--- config.mk ---
export PLATFORM = sky130hd
export DESIGN_NAME = tofc_top
export DESIGN_NICKNAME = d
export VERILOG_FILES = /design/src/design/tofc_pkg.sv /design/src/design/tofc_flag_if.sv /design/src/design/tofc_event_flags.sv /design/src/design/tofc_pin_action.sv /design/src/design/tofc_top.sv
export SDC_FILE = /design/constraint.sdc
export NUM_CORES = 1
export LEC_CHECK = 0
export ABC_AREA = 1
export BUFFER_PORTS_ARGS = -buffer_cell sky130_fd_sc_hd__buf_2
export CORE_UTILIZATION = 37
export CTS_BUF_LIST = sky130_fd_sc_hd__clkbuf_8
export DETAILED_ROUTE_END_ITERATION = 6
export GPL_TIMING_DRIVEN = 0
export SYNTH_ARGS = -nofsm -noshare
export SYNTH_HDL_FRONTEND = slang
export SYNTH_HIERARCHICAL = 1
export SYNTH_SLANG_ARGS = --single-unit
--- constraint.sdc ---
create_clock -name pclk -period 1.4 [get_ports pclk]
set_clock_uncertainty 0.1 [all_clocks]
set_input_delay 0.14 -clock pclk [delete_from_list [all_inputs] [get_ports pclk]]
set_output_delay 0.14 -clock pclk [all_outputs]
set_load 0.1 [all_outputs]
--- src/design/tofc_pkg.sv ---
// Package for the timer output, flag and interrupt/DMA mask block.
// Assumes an APB slave with 32-bit data; registers are byte-wide in bit 7:0.
package tofc_pkg;
  // Register indices; byte address is four times the index
  localparam logic [7:0] IDX_DMA_COUNTER_POINTER = 8'hf0;
  localparam logic [7:0] IDX_PIN_A_SWAP_CTRL = 8'hf1;
  localparam logic [7:0] IDX_OUTPUT_B_CONTROL = 8'hfd;
  localparam logic [7:0] IDX_TIMER_EVENT_FLAGS = 8'hfe;
  localparam logic [7:0] IDX_IRQ_DMA_MASK = 8'hff;
  localparam int ADDR_W = 12;

  // Reset values
  localparam logic [7:0] RST_OUTPUT_B_CONTROL = 8'h00;
  localparam logic [7:0] RST_TIMER_EVENT_FLAGS = 8'h00;
  localparam logic [7:0] RST_IRQ_DMA_MASK = 8'h00;
  localparam logic [7:0] RST_DMA_COUNTER_POINTER = 8'h00;
  localparam logic [7:0] RST_PIN_A_SWAP_CTRL = 8'h00;

  // Output B control fields
  localparam int OB_CMP0_ACT_HI = 7;
  localparam int OB_CMP0_ACT_LO = 6;
  localparam int OB_CMP1_ACT_HI = 5;
  localparam int OB_CMP1_ACT_LO = 4;
  localparam int OB_WRAP_ACT_HI = 3;
  localparam int OB_WRAP_ACT_LO = 2;
  localparam int OB_WRAP_PULSE_EN = 1;
  localparam int OB_PRESET = 0;

  // Event flag fields
  localparam int FL_CAPTURE0 = 7;
  localparam int FL_CAPTURE1 = 6;
  localparam int FL_COMPARE0 = 5;
  localparam int FL_COMPARE1 = 4;
  localparam int FL_WRAP = 3;
  localparam int FL_CAP0_OVR = 2;
  localparam int FL_CMP0_OVR = 1;
  localparam int FL_AND_SELECT = 0;
  localparam int FL_LO = 1;
  localparam int FL_HI = 7;

  // Interrupt/DMA mask fields
  localparam int MK_GLOBAL_EN = 7;
  localparam int MK_CAP0_DMA = 6;
  localparam int MK_CAP0_IRQ = 5;
  localparam int MK_CAP1_IRQ = 4;
  localparam int MK_CMP0_DMA = 3;
  localparam int MK_CMP0_IRQ = 2;
  localparam int MK_CMP1_IRQ = 1;
  localparam int MK_WRAP_IRQ = 0;

  // DMA counter pointer fields
  localparam int DP_SWAP_BIT = 2;
  localparam int DP_DIRECTION = 1;
  localparam int DP_AREA = 0;

  // Pin A / swap control fields
  localparam int PS_SWAP_EN = 3;
  localparam int PS_PIN_A_PRESET = 0;

  typedef enum logic [1:0] {
    ACT_SET = 2'h0,
    ACT_TOGGLE = 2'h1,
    ACT_RESET = 2'h2,
    ACT_NOP = 2'h3
  } tofc_action_type;
endpackage : tofc_pkg

--- src/design/tofc_flag_if.sv ---
// Interface carrying set and clear requests to the sticky event flags.
// Assumes one clock domain shared by both ends.
`timescale 1ns/1ps
interface tofc_flag_if;
  import tofc_pkg::*;
  logic [FL_HI:FL_LO] hw_set;
  logic [FL_HI:FL_LO] sw_clr;
  logic [FL_HI:FL_LO] flags;
  modport ctrl (output hw_set, output sw_clr, input flags);
  modport store (input hw_set, input sw_clr, output flags);
endinterface : tofc_flag_if

--- src/design/tofc_event_flags.sv ---
// Sticky event and overrun flags of the timer flag register.
// Assumes set and clear requests are single-cycle and synchronous to pclk.
`timescale 1ns/1ps
module tofc_event_flags (
  input wire logic pclk,
  input wire logic presetn,
  tofc_flag_if.store fl
);
  import tofc_pkg::*;

  genvar g;
  generate
    for (g = FL_LO; g <= FL_HI; g++) begin : g_flag
      logic flag_q;
      always_ff @(posedge pclk or negedge presetn) begin
        if (!presetn) begin
          flag_q <= RST_TIMER_EVENT_FLAGS[g];
        // Hardware set beats a clear in the same cycle
        end else if (fl.hw_set[g]) begin
          flag_q <= 1'b1;
        end else if (fl.sw_clr[g]) begin
          flag_q <= 1'b0;
        end
      end
      assign fl.flags[g] = flag_q;
    end
  endgenerate
endmodule : tofc_event_flags

--- src/design/tofc_pin_action.sv ---
// Output pin B level: event actions combined, plus software preset.
// Assumes event strobes are one-cycle pulses from the timer core.
`timescale 1ns/1ps
module tofc_pin_action (
  input wire logic pclk,
  input wire logic presetn,
  input wire logic cmp0_match,
  input wire logic cmp1_match,
  input wire logic wrap_event,
  input wire logic [1:0] cmp0_code,
  input wire logic [1:0] cmp1_code,
  input wire logic [1:0] wrap_code,
  input wire logic preset_we,
  input wire logic preset_level,
  output logic pin_q
);
  import tofc_pkg::*;

  logic [1:0] combined;
  logic any_event;
  tofc_action_type act;

  // AND of codes
  always_comb begin
    combined = 2'h3;
    if (cmp0_match) begin
      combined = combined & cmp0_code;
    end
    if (cmp1_match) begin
      combined = combined & cmp1_code;
    end
    if (wrap_event) begin
      combined = combined & wrap_code;
    end
  end

  assign any_event = cmp0_match | cmp1_match | wrap_event;
  assign act = tofc_action_type'(combined);

  // apply action; event beats a preset write in the same cycle
  always_ff @(posedge pclk or negedge presetn) begin
    if (!presetn) begin
      pin_q <= RST_OUTPUT_B_CONTROL[OB_PRESET];
    end else if (any_event) begin
      unique case (act)
        ACT_SET: begin
          pin_q <= 1'b1;
        end
        ACT_TOGGLE: begin
          pin_q <= ~pin_q;
        end
        ACT_RESET: begin
          pin_q <= 1'b0;
        end
        ACT_NOP: begin
          pin_q <= pin_q;
        end
      endcase
    end else if (preset_we) begin
      // preset write
      pin_q <= preset_level;
    end
  end
endmodule : tofc_pin_action

--- src/design/tofc_top.sv ---
// Timer output B control, event flags, interrupt/DMA masks, DMA pointer.
// Assumes timer core strobes are one-cycle pulses on pclk; APB slave, no wait.
//
// Function
// Compare-0 match drives pin B per its two action bits.
// Compare-1 match drives pin B per its two action bits.
// Overflow or underflow drives pin B per its two action bits.
// Simultaneous events apply the bitwise AND of their action codes.
// With pulse enable set, each wrap gives a one-cycle on-chip pulse.
// Pin B preset bit: write presets the pin, read returns its level.
// Pin A preset bit: holds preset, read returns pin A level.
// Capture-0 flag set by capture, software clears, writing one captures.
// Capture-1 flag likewise; writing one captures except in bicapture.
// Combine bit picks OR or AND of capture events for interrupt.
// Compare-0 flag set on match; interrupts under global and own mask.
// Compare-1 flag set on match; interrupts under global and own mask.
// Wrap flag set on overflow; interrupts under global and own mask.
// Capture-0 overrun on repeated request or simulated capture.
// Compare-0 overrun on repeated request before flag cleared.
// Global enable low blocks all interrupts; high passes masked sources.
// Capture-0 DMA enable set by software, cleared at end of block.
// Under capture-0 DMA, its mask enables the end-of-block interrupt.
// Compare-0 DMA enable set by software, cleared at end of block.
// Under compare-0 DMA, its mask enables the end-of-block interrupt.
// Capture-1, compare-1 and wrap masks are plain read/write enables.
// Pointer bits 7:2 writable; swap mode may toggle bit 2.
// Hardware keeps direction bit: 0 capture source, 1 compare target.
// Pointer bit 0 selects memory or register file area.
// Swap enable puts both DMA channels into swap mode; here bit 2 toggles only while compare-0 DMA is enabled.
// Flags clear by writing zero; writing one elsewhere changes nothing.
//
// The implementer's own choice: register access over APB.
`timescale 1ns/1ps
module tofc_top (
  input wire logic pclk,
  input wire logic presetn,
  input wire logic psel,
  input wire logic penable,
  input wire logic pwrite,
  input wire logic [tofc_pkg::ADDR_W-1:0] paddr,
  input wire logic [31:0] pwdata,
  input wire logic [3:0] pstrb,
  output logic [31:0] prdata,
  output logic pready,
  output logic pslverr,
  input wire logic cmp0_match,
  input wire logic cmp1_match,
  input wire logic wrap_event,
  input wire logic capture0_event,
  input wire logic capture1_event,
  input wire logic bicapture_mode,
  input wire logic capture0_dma_eob,
  input wire logic compare0_dma_eob,
  input wire logic swap_table_toggle,
  input wire logic out_pin_a,
  output logic out_pin_b,
  output logic wrap_chip_pulse,
  output logic pin_a_preset_level,
  output logic pin_a_preset_load,
  output logic sw_capture0_load,
  output logic sw_capture1_load,
  output logic capture_irq,
  output logic compare0_irq,
  output logic compare1_irq,
  output logic wrap_irq,
  output logic capture0_dma_req,
  output logic compare0_dma_req,
  output logic [7:0] dma_counter_ptr,
  output logic swap_enable
);
  import tofc_pkg::*;

  tofc_flag_if fl ();

  logic [7:1] obc_q;
  logic and_select_q;
  logic [7:0] mask_q;
  logic [7:2] dma_counter_ptr_high_q;
  logic dma_direction_flag_q;
  logic dma_area_q;
  logic swap_enable_q;
  logic pin_a_preset_q;
  logic cap0_eob_pend_q;
  logic cmp0_eob_pend_q;
  logic wrap_chip_pulse_q;
  logic sw_cap0_q;
  logic sw_cap1_q;
  logic pin_a_load_q;
  logic [31:0] prdata_q;

  logic [7:0] idx;
  logic hit;
  logic wr;
  logic rd;
  logic wr_lane;
  logic [7:0] wd;
  logic wr_obc;
  logic wr_flags;
  logic wr_mask;
  logic wr_dcp;
  logic wr_pas;
  logic sw_cap0;
  logic sw_cap1;
  logic cap0_any;
  logic cap1_any;
  logic cap0_src;
  logic cmp0_src;
  logic cap0_term;
  logic cap1_term;
  logic [7:0] flags_rd;
  logic [7:0] obc_rd;
  logic [7:0] dcp_rd;

  // Address decode: word-aligned index, only byte lane 0 carries data
  assign idx = paddr[9:2];
  assign hit = (paddr[ADDR_W-1:10] == 2'h0) && (paddr[1:0] == 2'h0) &&
               ((idx == IDX_DMA_COUNTER_POINTER) || (idx == IDX_PIN_A_SWAP_CTRL) ||
                (idx == IDX_OUTPUT_B_CONTROL) || (idx == IDX_TIMER_EVENT_FLAGS) ||
                (idx == IDX_IRQ_DMA_MASK));
  assign wr = psel && penable && pwrite && hit;
  assign rd = psel && !penable && !pwrite;
  assign wr_lane = wr && pstrb[0];
  assign wd = pwdata[7:0];
  assign wr_obc = wr_lane && (idx == IDX_OUTPUT_B_CONTROL);
  assign wr_flags = wr_lane && (idx == IDX_TIMER_EVENT_FLAGS);
  assign wr_mask = wr_lane && (idx == IDX_IRQ_DMA_MASK);
  assign wr_dcp = wr_lane && (idx == IDX_DMA_COUNTER_POINTER);
  assign wr_pas = wr_lane && (idx == IDX_PIN_A_SWAP_CTRL);

  // Zero-wait slave; unmapped or misaligned access answers with an error
  assign pready = 1'b1;
  assign pslverr = psel && penable && !hit;
  assign prdata = prdata_q;

  // write one simulates capture 0
  assign sw_cap0 = wr_flags && wd[FL_CAPTURE0];
  // write one captures on 1 unless bicapture
  assign sw_cap1 = wr_flags && wd[FL_CAPTURE1] && !bicapture_mode;
  assign cap0_any = capture0_event || sw_cap0;
  assign cap1_any = capture1_event || sw_cap1;

  // Output B control bits 7:1 are plain storage
  always_ff @(posedge pclk or negedge presetn) begin
    if (!presetn) begin
      obc_q <= RST_OUTPUT_B_CONTROL[7:1];
    end else if (wr_obc) begin
      obc_q <= wd[7:1];
    end
  end

  tofc_pin_action u_pin_b (
    .pclk(pclk),
    .presetn(presetn),
    .cmp0_match(cmp0_match),
    .cmp1_match(cmp1_match),
    .wrap_event(wrap_event),
    .cmp0_code(obc_q[OB_CMP0_ACT_HI:OB_CMP0_ACT_LO]),
    .cmp1_code(obc_q[OB_CMP1_ACT_HI:OB_CMP1_ACT_LO]),
    .wrap_code(obc_q[OB_WRAP_ACT_HI:OB_WRAP_ACT_LO]),
    .preset_we(wr_obc),
    .preset_level(wd[OB_PRESET]),
    .pin_q(out_pin_b)
  );

  // one pulse per wrap
  always_ff @(posedge pclk or negedge presetn) begin
    if (!presetn) begin
      wrap_chip_pulse_q <= 1'b0;
    end else begin
      wrap_chip_pulse_q <= wrap_event && obc_q[OB_WRAP_PULSE_EN];
    end
  end
  assign wrap_chip_pulse = wrap_chip_pulse_q;

  // Sticky flag set and clear terms
  always_comb begin
    fl.hw_set = '0;
    // capture 0 sets flag
    fl.hw_set[FL_CAPTURE0] = cap0_any;
    // capture 1 sets flag
    fl.hw_set[FL_CAPTURE1] = cap1_any;
    // compare 0 sets flag
    fl.hw_set[FL_COMPARE0] = cmp0_match;
    // compare 1 sets flag
    fl.hw_set[FL_COMPARE1] = cmp1_match;
    // wrap sets flag
    fl.hw_set[FL_WRAP] = wrap_event;
    // repeated or simulated capture
    fl.hw_set[FL_CAP0_OVR] = sw_cap0 || (capture0_event && fl.flags[FL_CAPTURE0]);
    // repeated compare request
    fl.hw_set[FL_CMP0_OVR] = cmp0_match && fl.flags[FL_COMPARE0];
  end

  // zero clears
  assign fl.sw_clr = wr_flags ? ~wd[FL_HI:FL_LO] : '0;

  tofc_event_flags u_flags (
    .pclk(pclk),
    .presetn(presetn),
    .fl(fl)
  );

  // combine select storage
  always_ff @(posedge pclk or negedge presetn) begin
    if (!presetn) begin
      and_select_q <= RST_TIMER_EVENT_FLAGS[FL_AND_SELECT];
    end else if (wr_flags) begin
      and_select_q <= wd[FL_AND_SELECT];
    end
  end

  // DMA enables cleared by hardware at end of block; R21 plain masks
  always_ff @(posedge pclk or negedge presetn) begin
    if (!presetn) begin
      mask_q <= RST_IRQ_DMA_MASK;
    end else begin
      if (wr_mask) begin
        mask_q <= wd;
      end
      if (capture0_dma_eob) begin
        mask_q[MK_CAP0_DMA] <= 1'b0;
      end
      if (compare0_dma_eob) begin
        mask_q[MK_CMP0_DMA] <= 1'b0;
      end
    end
  end

  // end-of-block pending, cleared with the event flag
  always_ff @(posedge pclk or negedge presetn) begin
    if (!presetn) begin
      cap0_eob_pend_q <= 1'b0;
      cmp0_eob_pend_q <= 1'b0;
    end else begin
      if (capture0_dma_eob && mask_q[MK_CAP0_DMA]) begin
        cap0_eob_pend_q <= 1'b1;
      end else if (fl.sw_clr[FL_CAPTURE0]) begin
        cap0_eob_pend_q <= 1'b0;
      end
      if (compare0_dma_eob && mask_q[MK_CMP0_DMA]) begin
        cmp0_eob_pend_q <= 1'b1;
      end else if (fl.sw_clr[FL_COMPARE0]) begin
        cmp0_eob_pend_q <= 1'b0;
      end
    end
  end

  // each event becomes a DMA request while enabled
  assign capture0_dma_req = capture0_event && mask_q[MK_CAP0_DMA];
  assign compare0_dma_req = cmp0_match && mask_q[MK_CMP0_DMA];

  // per-capture interrupt replaced by end of block under DMA
  assign cap0_src = (fl.flags[FL_CAPTURE0] && !mask_q[MK_CAP0_DMA]) || cap0_eob_pend_q;
  // per-match interrupt replaced by end of block under DMA
  assign cmp0_src = (fl.flags[FL_COMPARE0] && !mask_q[MK_CMP0_DMA]) || cmp0_eob_pend_q;
  assign cap0_term = cap0_src && mask_q[MK_CAP0_IRQ];
  assign cap1_term = fl.flags[FL_CAPTURE1] && mask_q[MK_CAP1_IRQ];

  // capture interrupt; AND needs both events, either mask
  assign capture_irq = mask_q[MK_GLOBAL_EN] &&
                       (and_select_q ? (cap0_src && fl.flags[FL_CAPTURE1] &&
                                        (mask_q[MK_CAP0_IRQ] || mask_q[MK_CAP1_IRQ]))
                                     : (cap0_term || cap1_term));
  // compare 0
  assign compare0_irq = mask_q[MK_GLOBAL_EN] && mask_q[MK_CMP0_IRQ] && cmp0_src;
  // compare 1
  assign compare1_irq = mask_q[MK_GLOBAL_EN] && mask_q[MK_CMP1_IRQ] &&
                        fl.flags[FL_COMPARE1];
  // wrap
  assign wrap_irq = mask_q[MK_GLOBAL_EN] && mask_q[MK_WRAP_IRQ] && fl.flags[FL_WRAP];

  // software fields; swap toggle inverts the bit 2 written in the same cycle
  always_ff @(posedge pclk or negedge presetn) begin
    if (!presetn) begin
      dma_counter_ptr_high_q <= RST_DMA_COUNTER_POINTER[7:2];
      dma_area_q <= RST_DMA_COUNTER_POINTER[DP_AREA];
    end else begin
      if (wr_dcp) begin
        dma_counter_ptr_high_q <= wd[7:2];
        dma_area_q <= wd[DP_AREA];
      end
      // swap toggles bit 2
      if (swap_table_toggle && swap_enable_q && mask_q[MK_CMP0_DMA]) begin
        dma_counter_ptr_high_q[DP_SWAP_BIT] <=
          ~(wr_dcp ? wd[DP_SWAP_BIT] : dma_counter_ptr_high_q[DP_SWAP_BIT]);
      end
    end
  end

  // direction follows the last DMA request
  always_ff @(posedge pclk or negedge presetn) begin
    if (!presetn) begin
      dma_direction_flag_q <= RST_DMA_COUNTER_POINTER[DP_DIRECTION];
    end else if (compare0_dma_req) begin
      dma_direction_flag_q <= 1'b1;
    end else if (capture0_dma_req) begin
      dma_direction_flag_q <= 1'b0;
    end
  end

  assign dcp_rd = {dma_counter_ptr_high_q, dma_direction_flag_q, dma_area_q};
  assign dma_counter_ptr = dcp_rd;

  // swap enable; R7 pin A preset
  always_ff @(posedge pclk or negedge presetn) begin
    if (!presetn) begin
      swap_enable_q <= RST_PIN_A_SWAP_CTRL[PS_SWAP_EN];
      pin_a_preset_q <= RST_PIN_A_SWAP_CTRL[PS_PIN_A_PRESET];
    end else if (wr_pas) begin
      swap_enable_q <= wd[PS_SWAP_EN];
      pin_a_preset_q <= wd[PS_PIN_A_PRESET];
    end
  end
  assign swap_enable = swap_enable_q;
  assign pin_a_preset_level = pin_a_preset_q;

  // One-cycle strobes toward the timer core, registered for clean timing
  always_ff @(posedge pclk or negedge presetn) begin
    if (!presetn) begin
      sw_cap0_q <= 1'b0;
      sw_cap1_q <= 1'b0;
      pin_a_load_q <= 1'b0;
    end else begin
      sw_cap0_q <= sw_cap0;
      sw_cap1_q <= sw_cap1;
      pin_a_load_q <= wr_pas;
    end
  end
  assign sw_capture0_load = sw_cap0_q;
  assign sw_capture1_load = sw_cap1_q;
  assign pin_a_preset_load = pin_a_load_q;

  // read returns pin B
  assign obc_rd = {obc_q, out_pin_b};
  assign flags_rd = {fl.flags, and_select_q};

  // Read data captured in setup so it stands through the access phase
  always_ff @(posedge pclk or negedge presetn) begin
    if (!presetn) begin
      prdata_q <= 32'h0000_0000;
    end else if (rd) begin
      unique case (idx)
        IDX_DMA_COUNTER_POINTER: begin
          prdata_q <= {24'h00_0000, dcp_rd};
        end
        IDX_PIN_A_SWAP_CTRL: begin
          // read returns pin A
          prdata_q <= {28'h000_0000, swap_enable_q, 2'h0, out_pin_a};
        end
        IDX_OUTPUT_B_CONTROL: begin
          prdata_q <= {24'h00_0000, obc_rd};
        end
        IDX_TIMER_EVENT_FLAGS: begin
          prdata_q <= {24'h00_0000, flags_rd};
        end
        IDX_IRQ_DMA_MASK: begin
          prdata_q <= {24'h00_0000, mask_q};
        end
        default: begin
          prdata_q <= 32'h0000_0000;
        end
      endcase
    end
  end
endmodule : tofc_top

**Word level (Yosys, flattened, before mapping)**

Cells that the tools add are included.

- Reductions and logical operators: 74
- Bitwise operators: 7
- Equal/unequal tests: 9
- Mux-type cells: 33

Operator list:

| cell | number |
|---|---|
| $eq 8x8->1 const B | 5 |
| $pmux 8 s5 | 1 |
| $logic_and 1x1->1 | 39 |
| $reduce_bool 2->1 | 14 |
| $mux 1 | 26 |
| $mux 7 | 2 |
| $logic_or 1x1->1 | 11 |
| $not 7->7 | 1 |
| $logic_not 1->1 | 6 |
| $logic_not 2->1 | 3 |
| $mux 2 | 3 |
| $and 2x2->2 | 2 |
| $eq 2x2->1 const B | 2 |
| $pmux 1 s3 | 1 |
| $eq 2x1->1 const B | 1 |
| $ne 2x2->1 const B | 1 |
| $not 1->1 | 2 |
| $or 1x1->1 | 2 |
| $reduce_and 2->1 | 1 |

- Output and inout bits: 55
- Bits in registers: 72
- Input port bits: 63

**Logic depth before layout (Yosys ltp)**

Gate-level depths: netlist of run 1.

- Depth in word-level cells: 13
- Mapped depth: 14
- Mapped depth without buffers: 14

**Modules after synthesis**

The synthesis of run 1 kept the hierarchy.

By module, submodules not included:

| module | area each (sq um) | instances | seq. area each (sq um) | cells an instance |
|---|---|---|---|---|
| tofc_top | 2424.8 | 1 | 1001.0 | 313 |
| tofc_event_flags | 332.8 | 1 | 175.2 | 42 |
| tofc_pin_action | 152.6 | 1 | 25.0 | 30 |

**Worst setup path before layout of run 1**

Ideal clock, no wire load.

- Path type: reg2out
- Start point: register u_flags.g_flag[6].flag_q
- End point: output port capture_irq
- Arrival: 2.860 ns
- Required time: 1.160 ns
- Stages on the path, launching flop included: 4
- Slack: -1.700 ns
- Path through: dfrtp_1 buf_4 o21ai_0 a221oi_1

- Word-level cells in the longest chain between the ends: 4
- Elaborated cells on any way between the ends: 6
- Classes of those cells: 1 x mux; 5 x reduce/logical

Ends and longest elaborated chain:

| what | line | text |
|---|---|---|
| start, declared | tofc_event_flags.sv:14 | `logic flag_q;` |
| start signal, assigned | tofc_event_flags.sv:17 | `flag_q <= RST_TIMER_EVENT_FLAGS[g];` |
| $logic_and 1x1->1 (on tied branches) | tofc_top.sv:257, tofc_top.sv:261 |  |
| $logic_or 1x1->1 or $logic_and 1x1->1 (tied branches) | tofc_top.sv:263, tofc_top.sv:261 |  |
| $mux 1 (*) | tofc_top.sv:261 | `(and_select_q ? (cap0_src && fl.flags[FL_CAPTURE1] &&` |
| $logic_and 1x1->1 (*) | tofc_top.sv:260 | `assign capture_irq = mask_q[MK_GLOBAL_EN] &&` |
| end, declared | tofc_top.sv:62 | `output logic capture_irq,` |

Every way passes the cells marked *; elsewhere a longest branch is shown, timed or not.

**Final worst setup path of run 1**

- Start point: register and_select_q
- End point: output port capture_irq

- Word-level cells in the longest chain between the ends: 2

Ends and longest elaborated chain:

| what | line | text |
|---|---|---|
| start, declared | tofc_top.sv:76 | `logic and_select_q;` |
| start signal, assigned | tofc_top.sv:206 | `and_select_q <= RST_TIMER_EVENT_FLAGS[FL_AND_SELECT];` |
| start signal, assigned | tofc_top.sv:208 | `and_select_q <= wd[FL_AND_SELECT];` |
| $mux 1 | tofc_top.sv:261 |  |
| $logic_and 1x1->1 | tofc_top.sv:260 |  |

No other way between the ends.

==> results of run 1 <==
final cells by class:
| cell class | count | area (um^2) |
|---|---|---|
| Fill cell | 688 | 3010 |
| Multi-Input combinational cell | 256 | 1560 |
| Sequential cell | 48 | 1210 |
| Timing Repair Buffer | 96 | 826 |
| Buffer | 39 | 315 |
| Inverter | 64 | 269 |
| Tap cell | 99 | 124 |
| Clock buffer | 6 | 82.6 |
| Clock inverter | 2 | 10.0 |
registers in the layout (all words and copies together), names as in the netlist, 6 cells and up:
signal                  count
mask_q                      8
u_flags/g_flag.flag_q       7
obc_q                       7
prdata                      8
dma_counter_ptr_high_q      6
per-layer routing:
layer  up-vias  GRT usage (%)  part of all wire (%)  wire length (um)
li1       1384              -                     -                 -
met1      1230           27.2                    45              3640
met2        80           33.5                    49              3900
met3         9           3.28                   4.9               391
met4         0           5.24                  0.97                78
met5         -              0                     0                 0
critical path: cells and delay by family, from the launching register on:
| kind | cells | cell delay [ns] |
|---|---|---|
| DFF | 1 | 0.40 |
| AOI/OAI and AO/OA | 2 | 0.40 |
| buffers and inverters | 2 | 0.33 |
worst max-delay path by stage:
stage                                  start            end  slack (ns)  depth (start not counted)
floorplan                           paddr[4]        pslverr       -0.31                          8
global placement                    paddr[8]  u_pin_b/pin_q       -0.60                         14
detailed placement                  paddr[8]  u_pin_b/pin_q       -0.64                         14
CTS                             and_select_q    capture_irq       -0.26                          4
global route        u_flags/g_flag[6].flag_q    capture_irq       -0.35                          4
finish                          and_select_q    capture_irq       -0.27                          4
cells in the mapped netlist:
library cell	n
nand2_1	107
inv_1	59
dfrtp_1	48
buf_4	35
nor2_1	30
o21ai_0	19
nand3_1	12
o21ai_1	12
o21ai_2	7
a21oi_1	6
nand4_1	6
inv_2	5
nand2_2	5
nor2_2	4
buf_6	3
nor3_1	3
a211oi_1	2
conb_1	2
nand3_2	2
nor2_4	2
nor2_8	2
a221oi_1	1
buf_1	1
buf_2	1
nand2_4	1
nand3_4	1
nand4_4	1
nor3_4	1
nor3b_1	1
o2111ai_1	1
o211ai_1	1
o221ai_1	1
o22a_1	1
o22ai_1	1
or2_1	1
power breakdown:
group / leakage, uW / total, uW / switching (uW) / internal (uW)
Combinational: 0.00172 / 824 / 620 / 205
Sequential: 0.000595 / 1430 / 19.8 / 1410
Clock: 0.0000510 / 867 / 472 / 395
Total: 0.00237 / 3120 / 1110 / 2010
per-stage QoR:
step | hold slack (ns) | util, %
6_report | -0.0765 | 59.4
3_5_place_dp | 0.261 | 48.4
4_1_cts | -0.0199 | 54.3
5_1_grt | 0.0178 | 59.4
2_1_floorplan | -0.256 | -
3_3_place_gp | 0.260 | 48.4
cell families (layout without fill, tap and decap cells):
family / after synthesis / after routing / synth area share (%)
AO/OA/AOI/OAI: 52 / 52 / 10.7
flip-flops: 48 / 48 / 41.3
other: 2 / 25 / 0.258
buffers and inverters: 104 / 207 / 18.7
AND/OR/NAND/NOR: 179 / 179 / 29.1
timing repair:
item	in CTS	in global routing
gates resized for setup	53	78
gates cloned	1	2
hold buffers	9	0
endpoints found under the setup margin	34	41
buffers inserted	10	9
hold endpoints to repair	61	0
pin swaps	10	17
==> key figures, run 1 <==
Clock network
  • Clock Sinks: 48
  • Max clock buf depth: 2
  • CTS Root Cell: clkbuf_8
  • H-tree depth: 2
  • Worst-Skew Late Latency: 0.30 ns
  • CTS buffer count: 5
  • Worst-path clk slew: 0.09 ns
  • CTS tree: done

Power
  • Pwr Density: 709 nW/um^2
  • Total design power: 3120 uW
  • Pleak: 0.00237 uW
  • VDD IR-drop max: 403 uV

Setup path
  • Crit path cell chain: inv_2 -> o21ai_2 -> a221oi_4 -> buf_12
  • Startpoint types: flip-flop
  • Max incr delay on CP: 0.40 ns
  • Crit Path Category: reg -> out
  • Reg2Reg Launch Point: mask_q[3]
  • Critical Path RT: 1.16 ns
  • Arr. time, crit path: 1.43 ns
  • CP Max Fanout: 3
  • Crit-path slowest cell: dfrtp_1
  • R2R Path End: prdata[3]
  • Worst reg2reg path depth: 6
  • Crit end category: primary output
  • Worst reg2reg setup slack: 0.05 ns

Global route
  • Initial antenna violation count: 0
  • Gr usage total: 20.2%
  • Pin count of the biggest net entering global routing: 49
  • Global route overflow: 0
  • Vias in the first global route: 2632
  • First-pass GRT wire length: 13100 um

Cells and area
  • Ratio of cells with drive above 1 in the final layout: 44.6%
  • Area grow syn2layout: 51.2%
  • Non-filler cells, final: 610
  • Most common cell after layout, fill and taps aside: nand2_1
  • Nets: 573
  • Most frequent cells in the layout: nand2_1, buf_4, inv_1
  • Final Cell Area: 4400 um^2
  • Antenna cells: 0

Logic synthesis
  • Top cell type's share of synthesized area: 41.3%
  • Syn Area/Cell: 7.56 um^2
  • Area contributors post-synth: dfrtp_1, nand2_1, buf_4
  • Sequential fraction of the synthesis area: 41.3%
  • Register bit count reported by yosys: 48
  • Count of cell types in the netlist: 35
  • Syn. warnings: 6
  • Largest area contributor in the netlist: dfrtp_1
  • Mapped cell area: 2910 um^2
  • Post-Synthesis Cells: 385

Place
  • Dpl cells: 572
  • Pre-CTS setup slack: -0.636 ns
  • GPL Wtd Cong: 0.839
  • Port buffer count: 65
  • Post-DP Area: 3590 um^2
  • Post-DP HPWL: 5650 um

Detailed routing
  • Final wirelength: 8010 um
  • Via count: 2703
  • Routed vias/inst: 4.43
  • Remaining antenna violation count: 0
  • First DRT Iteration DRCs: 150
  • Router iterations before antenna repair: 4
  • # DRC: 0
  • WL per Instance: 13.1 um

Run status
  • Failing checks: negative hold slack, negative setup slack
  • Status: finished, violations left

Timing
  • Final Hold Viols: 48
  • Slew Viols, Final: 0
  • Slew margin rel.: 28.3%
  • Setup violators final: 14
  • Least-Margin Pin Slew: 1.07 ns
  • Hold Slack: -0.0765 ns
  • Fmax: 0.599 GHz
  • Setup TNS: -0.628 ns
  • Tmin final: 1.67 ns
  • RSZ-0062 raised after global routing: true
  • Fin crit share: 119%
  • Final worst slack: -0.270 ns

Die
  • Initial Util: 39.3%
  • Chip width: 90.7 um
  • DIE AREA: 8220 um^2
  • # rows: 31
  • Ports: 118
  • Die Y: 90.7 um
  • Core box area: 7410 um^2

Flow run
  • Max-cap violation count: 0

Hold path
  • Worst min path class: in -> async
No activity file was read; power rests on OpenSTA's default activity.
==> run 2: changes to the inputs <==
--- a/config.mk
+++ b/config.mk
@@ -10,7 +10,6 @@
 export CORE_UTILIZATION = 37
 export CTS_BUF_LIST = sky130_fd_sc_hd__clkbuf_8
 export DETAILED_ROUTE_END_ITERATION = 6
-export GPL_TIMING_DRIVEN = 0
 export SYNTH_ARGS = -nofsm -noshare
 export SYNTH_HDL_FRONTEND = slang
 export SYNTH_HIERARCHICAL = 1
==> run 2 against run 1 <==
The flow finishes with violations (negative setup slack). Final cell count decreased by 4.8%. Sequential cell count unchanged. Die area unchanged. Register-to-register slack improved by 0.06 ns. Count of clock-buffer cells in the layout unchanged. Sequential power about the same. Maximum frequency increased by 1.4%. Worst hold slack improved by 0.083 ns. Core utilization decreased by 4.8 points. Setup slack improved by 0.024 ns. Largest cell class unchanged.
==> key figures, run 2 (synthesized netlist as in run 1, its figures left out) <==
Run status
  • Status: finished, violations left
  • Failing checks: negative setup slack

Detailed routing
  • Router iterations before antenna repair: 4
  • # DRC: 0
  • WL per Instance: 13.3 um
  • Remaining antenna violation count: 0
  • First DRT Iteration DRCs: 199
  • Final wirelength: 7740 um
  • Routed vias/inst: 4.59
  • Via count: 2668

Setup path
  • Worst reg2reg path depth: 5
  • CP Max Fanout: 3
  • Critical Path RT: 1.16 ns
  • Reg2Reg Launch Point: mask_q[3]
  • R2R Path End: prdata[3]
  • Arr. time, crit path: 1.41 ns
  • Crit. Startpoint: and_select_q
  • Worst reg2reg setup slack: 0.11 ns
  • Crit path cell chain: inv_2 -> o21ai_2 -> a221oi_4 -> buf_12
  • Crit end category: primary output
  • CP Buf/Inv Count: 2
  • Max incr delay on CP: 0.40 ns
  • Crit-path slowest cell: dfrtp_1
  • Crit Path Category: reg -> out
  • Startpoint types: flip-flop
  • Cell family with most CP delay: compound AO/OA/AOI/OAI gates

Power
  • Pwr Density: 752 nW/um^2
  • Pleak: 0.00224 uW
  • VDD IR-drop max: 517 uV

Hold path
  • Min-Delay Path Depth: 3
  • Worst min path class: in -> reg
  • Hold Crit Start: pwdata[1]
  • Hold Path Sink: obc_q[1]

Cells and area
  • Finished Core Util: 54.5%
  • Area grow syn2layout: 38.8%
  • Ratio of cells with drive above 1 in the final layout: 38.4%
  • Nets: 544
  • Most frequent cells in the layout: nand2_1, inv_1, buf_2
  • Most common cell after layout, fill and taps aside: nand2_1
  • Non-filler cells, final: 581
  • FILL cells: 719
  • Antenna cells: 0

Global route
  • Global route overflow: 0
  • Vias in the first global route: 2439
  • Initial antenna violation count: 0
  • Gr usage total: 18.8%
  • Pin count of the biggest net entering global routing: 49
  • First-pass GRT wire length: 12200 um

Die
  • Initial Util: 39.3%
  • # rows: 31
  • DIE AREA: 8220 um^2
  • Core box area: 7410 um^2
  • Die Y: 90.7 um
  • Chip width: 90.7 um
  • Ports: 118

Place
  • Post-DP HPWL: 5680 um
  • Port buffer count: 65
  • GPL Wtd Cong: 0.822
  • Dpl cells: 560

Clock network
  • Worst-path clk slew: 0.09 ns
  • CTS Root Cell: clkbuf_8
  • Worst-Skew Late Latency: 0.30 ns
  • CTS buffer count: 5
  • Clock Sinks: 48
  • H-tree depth: 2
  • Max clock buf depth: 2
  • CTS tree: done

Timing
  • Slew Viols, Final: 0
  • Fmax: 0.608 GHz
  • Setup violators final: 5
  • Fin crit share: 118%
  • Final Hold Viols: 0
  • RSZ-0062 raised after global routing: true
  • Tmin final: 1.65 ns
  • Final worst slack: -0.246 ns
  • Setup TNS: -0.397 ns

Flow run
  • Max-cap violation count: 0
[run 2: cell types whose count changed in the layout (fill, tap and decap cells not counted), sizes merged]
cell	delta
clkbuf	-1
buf	-24
inv	+3
dlygate4sd3	-5
nand4	+1
clkinvlp	-1
clkinv	-2
[run 2: worst max-delay path by stage]
stage	endpoint	slack (ns)	depth (start not counted)
floorplan	pslverr	-0.31	8
global placement	u_flags/g_flag[2].flag_q	-0.31	12
detailed placement	u_flags/g_flag[2].flag_q	-0.38	12
CTS	capture_irq	-0.26	4
global route	capture_irq	-0.31	4
finish	capture_irq	-0.25	4
[run 2: what timing repair did]
action / in CTS / in global routing
hold buffers: 4 / 0
hold endpoints to repair: 53 / 0
cloned: 0 / 1
pin swaps: 13 / 12
setup buffers: 7 / 2
endpoints found under the setup margin: 11 / 42
gates resized for setup: 33 / 33
[run 2: through the flow]
step	instance area (um^2)	worst slack, ns	total power (uW)	hold WS, ns
global placement	3610	-0.314	2160	0.0455
finish	4040	-0.246	3040	0.00690
detailed placement	3610	-0.377	2160	0.0481
CTS	3900	-0.260	3030	0.000239
floorplan	3140	-0.311	2040	-0.256
global route	4040	-0.310	3160	0.0123
[run 2: layout make-up]
cell class                      instances  area [um^2]  share of cell area (%)
Timing Repair Buffer                  105          868                    21.5
Inverter                               64          263                    6.50
Clock inverter                          2         7.51                   0.186
Multi-Input combinational cell        257         1480                    36.7
Clock buffer                            6         82.6                    2.04
Sequential cell                        48         1210                    30.0
Tap cell                               99          124                    3.07
[run 2: report_power, final]
| part | internal [uW] | switching [uW] |
|---|---|---|
| Combinational | 151 | 605 |
| Sequential | 1410 | 20.6 |
| Clock | 390 | 465 |
[run 2: per-layer routing]
layer  global-route usage, %  share of wire, %
met1                    26.1                45
met2                    29.7                48
met3                    3.11               5.5
met4                    5.51               1.4
met5                       0                 0
[run 2: worst register-to-register path: stages (launching register included)]
cell     delay, ns
dfrtp_1       0.41
inv_2         0.07
buf_4         0.12
o22ai_1       0.10
nor3b_1       0.25
o21ai_0       0.12
